File: config.mk
export PLATFORM = sky130hd
export DESIGN_NAME = psim_top
export DESIGN_NICKNAME = d
export VERILOG_FILES = /design/src/psim_xcvr_gate.v /design/src/psim_top.v
export VERILOG_INCLUDE_DIRS = /design/src /design/src/include
export SDC_FILE = /design/constraint.sdc
export NUM_CORES = 1
export LEC_CHECK = 0
export ABC_AREA = 0
export BUFFER_PORTS_ARGS = -buffer_cell sky130_fd_sc_hd__buf_2
export CORE_MARGIN = 3
export CORE_UTILIZATION = 35
export DETAILED_ROUTE_END_ITERATION = 6
export GPL_ROUTABILITY_DRIVEN = 0
export HOLD_SLACK_MARGIN = 0.1
export PLACE_DENSITY_LB_ADDON = 0.08
export SYNTH_ARGS = -nofsm -noshare
export SYNTH_HDL_FRONTEND = slang
export SYNTH_SLANG_ARGS = --single-unit
File: constraint.sdc
create_clock -name clk -period 0.9 [get_ports clk]
set_input_delay 0.18 -clock clk [delete_from_list [all_inputs] [get_ports clk]]
set_output_delay 0.18 -clock clk [all_outputs]
set_load 0.02 [all_outputs]
File: src/include/psim_defines.vh
// offsets, field layout, reset values and timing counts for the slot interrupt mask block
`ifndef PSIM_DEFINES_VH
`define PSIM_DEFINES_VH

`define PSIM_OFS_PENDING     4'h0
`define PSIM_OFS_MASK        4'h4
`define PSIM_NUM_SRC         12
`define PSIM_SLOT0_LSB       0
`define PSIM_SLOT1_LSB       4
`define PSIM_SLOT2_LSB       8
`define PSIM_MASK_RESET      12'h000
`define PSIM_PEND_RESET      12'h000
`define PSIM_CLK_PERIOD_NS   8
`define PSIM_NUM_CS          8
`define PSIM_BUF_CS_MAP      8'hdb
`define PSIM_CTRL_CS         3

`endif

File: src/psim_xcvr_gate.v
// data transceiver enable for the buffered chip-select segment
`timescale 1ns/100ps
`include "psim_defines.vh"

module psim_xcvr_gate #(
    parameter NUM_CS     = `PSIM_NUM_CS,
    parameter BUF_CS_MAP = `PSIM_BUF_CS_MAP
) (
    input  wire              clk,
    input  wire              rstn,
    input  wire [NUM_CS-1:0] cs_n,
    input  wire [NUM_CS-1:0] region_disable,
    input  wire              hreset_cfg,
    output reg               xcvr_open_q
);

    wire [NUM_CS-1:0] buf_map = BUF_CS_MAP;
    wire [NUM_CS-1:0] valid_hit;

    ////////////////////////////////////////////////////////////////////////
    genvar i;
    generate
        for (i = 0; i < NUM_CS; i = i + 1) begin : g_cs
            // unbuffered and disabled regions never open the segment
            assign valid_hit[i] = ~cs_n[i] & buf_map[i] & ~region_disable[i];
        end
    endgenerate

    always @(posedge clk or negedge rstn) begin
        if (!rstn) begin
            xcvr_open_q <= 1'b0;
        end else begin
            xcvr_open_q <= (|valid_hit) | hreset_cfg;
        end
    end

endmodule // psim_xcvr_gate

File: src/psim_top.v
// slot interrupt pending and mask registers with combined request and transceiver gate
// Function
// - mask bit one blocks, zero passes source
// - slots 0,1,2 lines a-d at bits 0,4,8
// - twelve mask bits read/write, reset to zero
// - transceivers open on valid buffered access, hreset
// - disabled buffered region keeps transceivers closed
// - unbuffered region keeps buffered transceivers closed
// - slot line sets unmasked pending bits of sources
// - pending at offset 0, mask at 4
// - all pending merged into one active-low request
`timescale 1ns/100ps
`include "psim_defines.vh"

module psim_top #(
    parameter NUM_SRC    = `PSIM_NUM_SRC,
    parameter NUM_CS     = `PSIM_NUM_CS,
    parameter BUF_CS_MAP = `PSIM_BUF_CS_MAP
) (
    input  wire              clk,
    input  wire              rstn,
    input  wire [NUM_CS-1:0] cs_n,
    input  wire [3:0]        addr,
    input  wire              wr_n,
    input  wire              rd_n,
    input  wire [31:0]       wdata,
    input  wire [31:0]       pend_clear,
    input  wire [NUM_CS-1:0] region_disable,
    input  wire              hreset_cfg,
    input  wire [3:0]        slot0_int_n,
    input  wire [3:0]        slot1_int_n,
    input  wire [3:0]        slot2_int_n,
    output reg  [31:0]       rdata_q,
    output reg               combined_interrupt_request_n_q,
    output wire              xcvr_open_q
);

    reg  [NUM_SRC-1:0] mask_q;
    reg  [NUM_SRC-1:0] mask_d;
    reg  [NUM_SRC-1:0] pend_q;
    reg  [NUM_SRC-1:0] pend_d;
    wire [NUM_SRC-1:0] src_req;
    wire               sel;
    wire               wr_mask;
    wire               rd_en;

    wire mask_slot0_line_a = mask_q[`PSIM_SLOT0_LSB + 0];
    wire mask_slot2_line_d = mask_q[`PSIM_SLOT2_LSB + 3];

    ////////////////////////////////////////////////////////////////////////
    // slot lines are active low; bit order slot0 a-d, slot1 a-d, slot2 a-d
    assign src_req = {~slot2_int_n, ~slot1_int_n, ~slot0_int_n};

    assign sel     = ~cs_n[`PSIM_CTRL_CS];
    assign wr_mask = sel & ~wr_n & (addr == `PSIM_OFS_MASK);
    assign rd_en   = sel & ~rd_n;

    always @* begin
        mask_d = mask_q;
        if (wr_mask) begin
            // only the low twelve bits are stored; upper write data dropped
            mask_d = wdata[NUM_SRC-1:0];
        end
    end

    always @* begin
        // clear first, then set, so a request in the clear cycle is kept
        pend_d = pend_q & ~pend_clear[NUM_SRC-1:0];
        pend_d = pend_d | (src_req & ~mask_q);
    end

    always @(posedge clk or negedge rstn) begin
        if (!rstn) begin
            mask_q <= `PSIM_MASK_RESET;
            pend_q <= `PSIM_PEND_RESET;
        end else begin
            mask_q <= mask_d;
            pend_q <= pend_d;
        end
    end

    ////////////////////////////////////////////////////////////////////////
    // read data is registered: one cycle after the strobe
    always @(posedge clk or negedge rstn) begin
        if (!rstn) begin
            rdata_q <= 32'h00000000;
        end else if (rd_en) begin
            case (addr)
                `PSIM_OFS_PENDING: rdata_q <= {20'h00000, pend_q};
                `PSIM_OFS_MASK:    rdata_q <= {20'h00000, mask_q};
                default:           rdata_q <= 32'h00000000;
            endcase
        end else begin
            rdata_q <= 32'h00000000;
        end
    end

    always @(posedge clk or negedge rstn) begin
        if (!rstn) begin
            combined_interrupt_request_n_q <= 1'b1;
        end else begin
            combined_interrupt_request_n_q <= ~(|pend_q);
        end
    end

    ////////////////////////////////////////////////////////////////////////
    psim_xcvr_gate #(
        .NUM_CS     (NUM_CS),
        .BUF_CS_MAP (BUF_CS_MAP)
    ) u_xcvr (
        .clk            (clk),
        .rstn           (rstn),
        .cs_n           (cs_n),
        .region_disable (region_disable),
        .hreset_cfg     (hreset_cfg),
        .xcvr_open_q    (xcvr_open_q)
    );

endmodule // psim_top

==> results of run 1 <==
flip-flops by register name, indices dropped and copies added, names as in the netlist:
name,count
combined_interrupt_request_n_q,1
mask_q,12
pend_q,12
rdata_q,12
u_xcvr.xcvr_open_q,1
layout make-up:
type / count / area [sq um]
fill: 392 / 1850
sequential: 38 / 952
timing repair buffer: 113 / 882
multi-input combinational: 80 / 632
clock buffer: 6 / 72.6
tap: 52 / 65.1
inverter: 12 / 45.0
clock inverter: 2 / 10.0
power groups by stage:
stage / Sequential, mW / Clock, mW / Combinational [mW]
global route: 2.14 / 1.25 / 0.987
floorplan: 2.07 / 0 / 0.483
detailed placement: 2.10 / 0 / 0.762
finish: 2.11 / 1.13 / 0.897
global placement: 2.09 / 0 / 0.737
CTS: 2.08 / 1.18 / 0.877
logic make-up (layout without fill, tap and decap cells):
group,after synthesis,count (layout),synth area share (%)
other,1,20,0.223
DFF,38,38,56.6
AOI/OAI and AO/OA,15,15,5.80
muxes,24,24,17.4
and+or+nand+nor,21,21,6.99
buffers and inverters,36,133,13.0
worst max path at each step:
stage	from	end	slack, ns	cells after the start
global placement	addr[3]	mask_q[6]	-0.42	5
CTS	combined_interrupt_request_n_q	combined_interrupt_request_n_q	-0.22	1
floorplan	addr[3]	mask_q[10]	-0.28	4
global route	combined_interrupt_request_n_q	combined_interrupt_request_n_q	-0.24	1
finish	combined_interrupt_request_n_q	combined_interrupt_request_n_q	-0.20	1
detailed placement	addr[3]	mask_q[9]	-0.43	5
worst min-delay path: cells and delay by family:
kind	cells	cell delay, ns
and+or+nand+nor	1	0.04
buffers and inverters	1	0.08
AOI/OAI and AO/OA	1	0.07
routing by layer:
| layer | share of wire, % | wire length, um | global-route usage [%] | vias to the layer above |
|---|---|---|---|---|
| met2 | 48 | 1970 | 23.9 | 62 |
| li1 | - | - | - | 647 |
| met4 | 0.90 | 37 | 4.08 | 0 |
| met1 | 45 | 1840 | 21.8 | 604 |
| met5 | 0 | 0 | 0 | - |
| met3 | 6.8 | 282 | 4.49 | 6 |
repair_timing:
action | CTS | global route
pin swaps | 4 | 6
cloned | 0 | 0
setup endpoints to repair | 27 | 29
hold endpoints to repair | 51 | 0
gates resized for setup | 36 | 8
hold buffers | 27 | 0
synthesized netlist by cell type:
cell,number
conb_1,1
o211ai_1,1
mux2_2,2
nand3b_2,1
buf_6,1
buf_4,20
dfrtp_1,37
dfstp_2,1
and3_1,1
mux2i_1,12
mux2_4,10
nor4_1,3
clkbuf_1,2
inv_1,12
nor4_4,1
o22a_1,1
nor2_1,13
nand2b_1,1
o22ai_1,13
nor3_1,1
buf_2,1
metrics by stage:
step	instance area (sq um)	instances	setup TNS, ns
after floorplan	1770	154	-3.00
after global placement	2130	268	-6.84
after detailed placement	2130	268	-7.06
after CTS	2610	303	-2.50
after global routing	2660	303	-3.53
final	2660	303	-2.54
==> metrics.md, run 1 <==
| Metric | Value |
|---|---|
| Worst setup SP type | `register` |
| Final nets | `351` |
| Final clock period utilization by the worst path | `123%` |
| Worst R2R Start | `pend_q[0]` |
| Synth area leaders | `dfrtp_1 (55%), buf_4 (8.9%), mux2_4 (8.9%)` |
| Initial Util | `37.4%` |
| Net Sw Frac | `27.6%` |
| P_leak | `1.42 nW` |
| Post-synthesis sequential area ratio | `56.6%` |
| Clock power share | `27.3%` |
| Reg2reg end | `combined_interrupt_request_n_q` |
| Part of the power in registers | `51.0%` |
| Critical Path AT | `0.92 ns` |
| Critical Setup Path Class | `reg -> out` |
| GRT Util Overall | `15.6%` |
| Port bufs | `70` |
| Syn Inst Count | `135` |
| Vias | `1319` |
| Slowest CP cell | `dfstp_2` |
| Avg Cell Area, Syn | `12.5 sq um` |
| Final core utilization | `59.0%` |
| Pwr dens | `1560 mW/mm^2` |
| R2R depth | `2` |
| Row count | `24` |
| Initial antenna violation count | `0` |
| Peak Freq | `0.906 GHz` |
| Die W | `75.3 um` |
| Detailed placer's ending HPWL | `3000 um` |
| Yosys reg bits | `38` |
| Die area | `0.00568 sq mm` |
| Diode count | `0` |
| Final setup vio count | `27` |
| Area grow syn2layout | `58.0%` |
| # DRC | `0` |
| Crit path time final | `1.10 ns` |
| Max Root-Sink Buffers | `2` |
| Setup Fix Bufs, Post-CTS | `0` |
| Critical Path Fanout Max | `1` |
| Status | `complete, but fails checks` |
| Post-Syn Area | `0.00168 sq mm` |
| Slew Viols, Final | `0` |
| First-pass GRT wire length | `6540 um` |
| Vias per cell | `4.35` |
| Routed WL | `4120 um` |
| Yosys warning count | `0` |
| Largest stage delay on the critical path | `0.53 ns` |
| Clock-pin slew on the worst setup and hold paths | `0.07 ns` |
| Worst Setup Slack, final | `-0.204 ns` |
| Vias in the first global route | `1348` |
| Largest area contributor in the netlist | `dfrtp_1` |
| Min-Delay Path Depth | `3` |
| Routed Antenna Nets | `0` |
| Final Hold Viols | `0` |
| Pre-Repair DR Iteration Count | `4` |
| Logic pwr share | `21.7%` |
| Commonest non-fill, non-tap cells in the layout | `buf_2 (53), dfrtp_1 (37), dlygate4sd3_1 (27)` |
| CP top delay family | `flip-flops` |
| Largest net degree at the start of global routing | `22` |
| Int Power | `2.99 mW` |
| Synth top area share | `55.0%` |
| Clock sink count | `38` |
| Share of layout cells above drive strength 1 | `44.6%` |
| CP endpoint kind | `output port` |
| Wire per inst | `13.6 um` |
| Hold Crit Class | `in -> reg` |
| Core footprint | `0.00450 sq mm` |
| Skew final | `0.00838 ns` |
| Crit-path cells | `buf_6` |
| Most common cell after layout, fill and taps aside | `buf_2` |
| GRT overflow | `0` |
| Violated checks | `setup timing` |
| Hold Path Sink | `u_xcvr.xcvr_open_q` |
| Number of buffers created by CTS | `5` |
| Bufs and invs on worst path | `1` |
| Initial DRC Count | `48` |
| Max_cap viols | `0` |
| H-tree levels | `2` |
| P_sw | `1.14 mW` |
| Unique masters post-synth | `21` |
| Total Power | `4.14 mW` |
| Boundary Pins | `135` |
| Clk_lat worst skew | `0.29 ns` |
| Die height | `75.3 um` |
| Root Buffer | `clkbuf_8` |
| Pre-CTS setup slack | `-0.433 ns` |
| R2r setup slk | `-0.07 ns` |
| Peak supply drop | `0.000786 V` |
| Hold path startpoint | `hreset_cfg` |
| Smallest hold slack | `0.119 ns` |
| Unrepaired setup endpoints after global routing | `yes` |
| CTS tree | `built` |
| Crit path required time | `0.72 ns` |
No activity file was read; power rests on OpenSTA's default activity.
==> inputs of run 2 (changes only) <==
CORE_UTILIZATION = 34   (was 35)
PLACE_DENSITY = 0.73   (was unset)
PLACE_DENSITY_LB_ADDON = unset   (was 0.08)
SYNTH_HIERARCHICAL = 1   (was unset)
==> run 2 against run 1 <==
  * The run still ends with setup timing left
  * Power shrank 5.3%
  * Via count shrank 2.4%
  * Maximum frequency grew 1.2%
  * Sequential power is essentially flat
  * Largest cell class unchanged
  * Largest power group unchanged
  * Highest routed layer unchanged
==> metrics.md, run 2 <==
| Metric | Value |
|---|---|
| Status | `complete, but fails checks` |
| Violated checks | `setup timing` |
| Max_cap viols | `0 (unchanged)` |
| Pwr dens | `1540 mW/mm^2 (-0.98%)` |
| TNS Setup | `-1.03 ns (+1.51 ns)` |
| Async SR Flop Fraction | `100% (unchanged)` |
| Boundary Pins | `135 (unchanged)` |
| Port bufs | `70 (unchanged)` |
| Peak supply drop | `0.000638 V (-19%)` |
| First-pass GRT wire length | `5550 um (-15%)` |
| Hold Path Sink | `u_xcvr/xcvr_open_q` |
| CTS tree | `built` |
| Diode count | `0 (unchanged)` |
| Design Area, Final | `0.00254 sq mm (-4.4%)` |
| Vias | `1287 (-2.4%)` |
| Min-Delay Path Depth | `2 (-1)` |
| Final Hold Viols | `0 (unchanged)` |
| H-tree levels | `2 (unchanged)` |
| Largest net degree at the start of global routing | `22 (unchanged)` |
| R2R depth | `2 (unchanged)` |
| Final nets | `339 (-3.4%)` |
| Crit path required time | `0.72 ns (about the same)` |
| Worst setup SP type | `register` |
| Total Power | `3.92 mW (-5.3%)` |
| Biggest regs | `mask_q: 12 flops, pend_q: 12 flops, rdata_q: 12 flops` |
| Clock sink count | `38 (unchanged)` |
| Die area | `0.00567 sq mm (-0.19%)` |
| Pre-Repair DR Iteration Count | `4 (unchanged)` |
| Core footprint | `0.00450 sq mm (unchanged)` |
| P_leak | `1.35 nW (-5.3%)` |
| Crit path time final | `1.09 ns (-0.0128 ns)` |
| Vias in the first global route | `1283 (-4.8%)` |
| Worst Setup Slack, final | `-0.191 ns (+0.0128 ns)` |
| Slowest CP cell | `dfstp_2` |
| Synth cell count leaders | `dfrtp_1 (37), buf_4 (20), o22ai_1 (13)` |
| Most common cell after layout, fill and taps aside | `buf_2` |
| Peak Freq | `0.917 GHz (+1.2%)` |
| Number of synthesized flops with an enable pin | `0 (unchanged)` |
| Share of layout cells above drive strength 1 | `45.6% (+0.99 points)` |
| Die height | `75.3 um (about the same)` |
| Met2 Use GR | `23.0% (-0.86 points)` |
| Initial antenna violation count | `0 (unchanged)` |
| Avg Cell Area, Syn | `13.1 sq um (+4.7%)` |
| Final clock period utilization by the worst path | `121% (-1.4 points)` |
| Max Root-Sink Buffers | `2 (unchanged)` |
| CP top delay family | `flip-flops` |
| R2r setup slk | `-0.03 ns (+0.04 ns)` |
| Unrepaired setup endpoints after global routing | `yes` |
| Largest stage delay on the critical path | `0.53 ns (about the same)` |
| Clk_lat worst skew | `0.28 ns (about the same)` |
| Setup Fix Bufs, Post-CTS | `0 (unchanged)` |
| Hold Crit Class | `in -> reg` |
| Critical Path AT | `0.91 ns (about the same)` |
| Post-synthesis sequential area ratio | `58.4% (+1.8 points)` |
| Root Buffer | `clkbuf_8` |
| Yosys warning count | `6 (+6)` |
| Vias per cell | `4.42 (+1.6%)` |
| Stages on worst setup path | `1 (unchanged)` |
| Die W | `75.3 um (about the same)` |
| Placed insts | `257 (-4.1%)` |
| Top FF cell, synth | `dfrtp_1` |
| Routed Antenna Nets | `0 (unchanged)` |
| Synth top area share | `56.7% (+1.7 points)` |
| Pre-CTS setup slack | `-0.323 ns (+0.110 ns)` |
| Wire per inst | `12.5 um (-7.9%)` |
| GRT overflow | `0 (unchanged)` |
| Largest area contributor in the netlist | `dfrtp_1` |
| Filler cells | `387 (-1.3%)` |
| Final instance count without filler cells | `291 (-4.0%)` |
| Initial DRC Count | `65 (+35%)` |
| Commonest non-fill, non-tap cells in the layout | `buf_2 (54), dfrtp_1 (37), dlygate4sd3_1 (25)` |
| Syn Inst Count | `125 (-7.4%)` |
| Bufs and invs on worst path | `1 (unchanged)` |
| Worst R2R Start | `pend_q[11]` |
| Detailed placer's ending HPWL | `2680 um (-11%)` |
| Most frequent cell after synthesis | `dfrtp_1` |
| # DRC | `0 (unchanged)` |
| Final core utilization | `56.4% (-2.6 points)` |
| Unique masters post-synth | `20 (-4.8%)` |
| Reg2reg end | `combined_interrupt_request_n_q` |
| Placed inst area | `0.00208 sq mm (-2.1%)` |
| GRT Util Overall | `13.5% (-2.1 points)` |
| Post-Syn Area | `0.00163 sq mm (-3.0%)` |
| Row count | `24 (unchanged)` |
| Skew final | `0.00674 ns (-0.00164 ns)` |
| Yosys reg bits | `38 (unchanged)` |
| Met1 GRT Util | `14.9% (-6.9 points)` |
| Number of buffers created by CTS | `5 (unchanged)` |
| Smallest hold slack | `0.107 ns (-0.0116 ns)` |
| Hold path startpoint | `cs_n[7]` |
| Met3 GRT Util | `5.34% (+0.85 points)` |
| Area grow syn2layout | `55.8%` |
| Slew Viols, Final | `0 (unchanged)` |
| Synth area leaders | `dfrtp_1 (57%), buf_4 (9.2%), mux2_4 (9.2%)` |
| GR peak layer | `met2` |
| Crit-path cells | `buf_6` |
| CP endpoint kind | `output port` |
| Clock-pin slew on the worst setup and hold paths | `0.06 ns (about the same)` |
| Critical Path Fanout Max | `1 (unchanged)` |
| Final setup vio count | `15 (-44%)` |
| Initial Util | `36.2% (-1.1 points)` |
| Routed WL | `3650 um (-12%)` |
| Critical Setup Path Class | `reg -> out` |
## run 2: how the worst max path moves through the flow
stage,from,end,slack (ns)
after floorplan,addr[1],mask_q[0],-0.16
after global placement,addr[1],rdata_q[2],-0.30
after detailed placement,addr[1],rdata_q[7],-0.32
after CTS,combined_interrupt_request_n_q,combined_interrupt_request_n_q,-0.20
after global routing,combined_interrupt_request_n_q,combined_interrupt_request_n_q,-0.23
final,combined_interrupt_request_n_q,combined_interrupt_request_n_q,-0.19
## run 2: final cells by class
cell class	instances	area [sq um]	area share, %
clock buffer	8	80.1	3.15
tap	52	65.1	2.56
multi-input combinational	72	569	22.4
sequential	38	952	37.5
inverter	12	45.0	1.77
timing repair buffer	109	831	32.7
## run 2: kinds of logic after synthesis
logic type             after synthesis  synth area share, %
other                                1                0.230
flip-flops                          38                 58.4
multiplexers                        12                 10.6
buffers and inverters               35                 13.3
AND/OR/NAND/NOR                     12                 5.14
AO/OA/AOI/OAI                       27                 12.4
## run 2: where the power goes
| group | switching [mW] | internal, mW | total, mW |
|---|---|---|---|
| Sequential | 0.175 | 1.91 | 2.09 |
| Combinational | 0.296 | 0.476 | 0.772 |
| Clock | 0.508 | 0.549 | 1.06 |
## run 2: layer usage
| layer | up-vias | share of wire [%] |
|---|---|---|
| li1 | 631 | - |
| met1 | 595 | 40 |
| met2 | 52 | 51 |
| met3 | 9 | 6.7 |
| met4 | 0 | 2.0 |
| met5 | - | 0 |
## run 2: what timing repair did
item,in CTS,in global routing
resized for setup,30,4
hold buffers,25,0
pin swaps,0,1
hold endpoints to repair,50,0
gates cloned,1,0
setup endpoints to repair,27,31
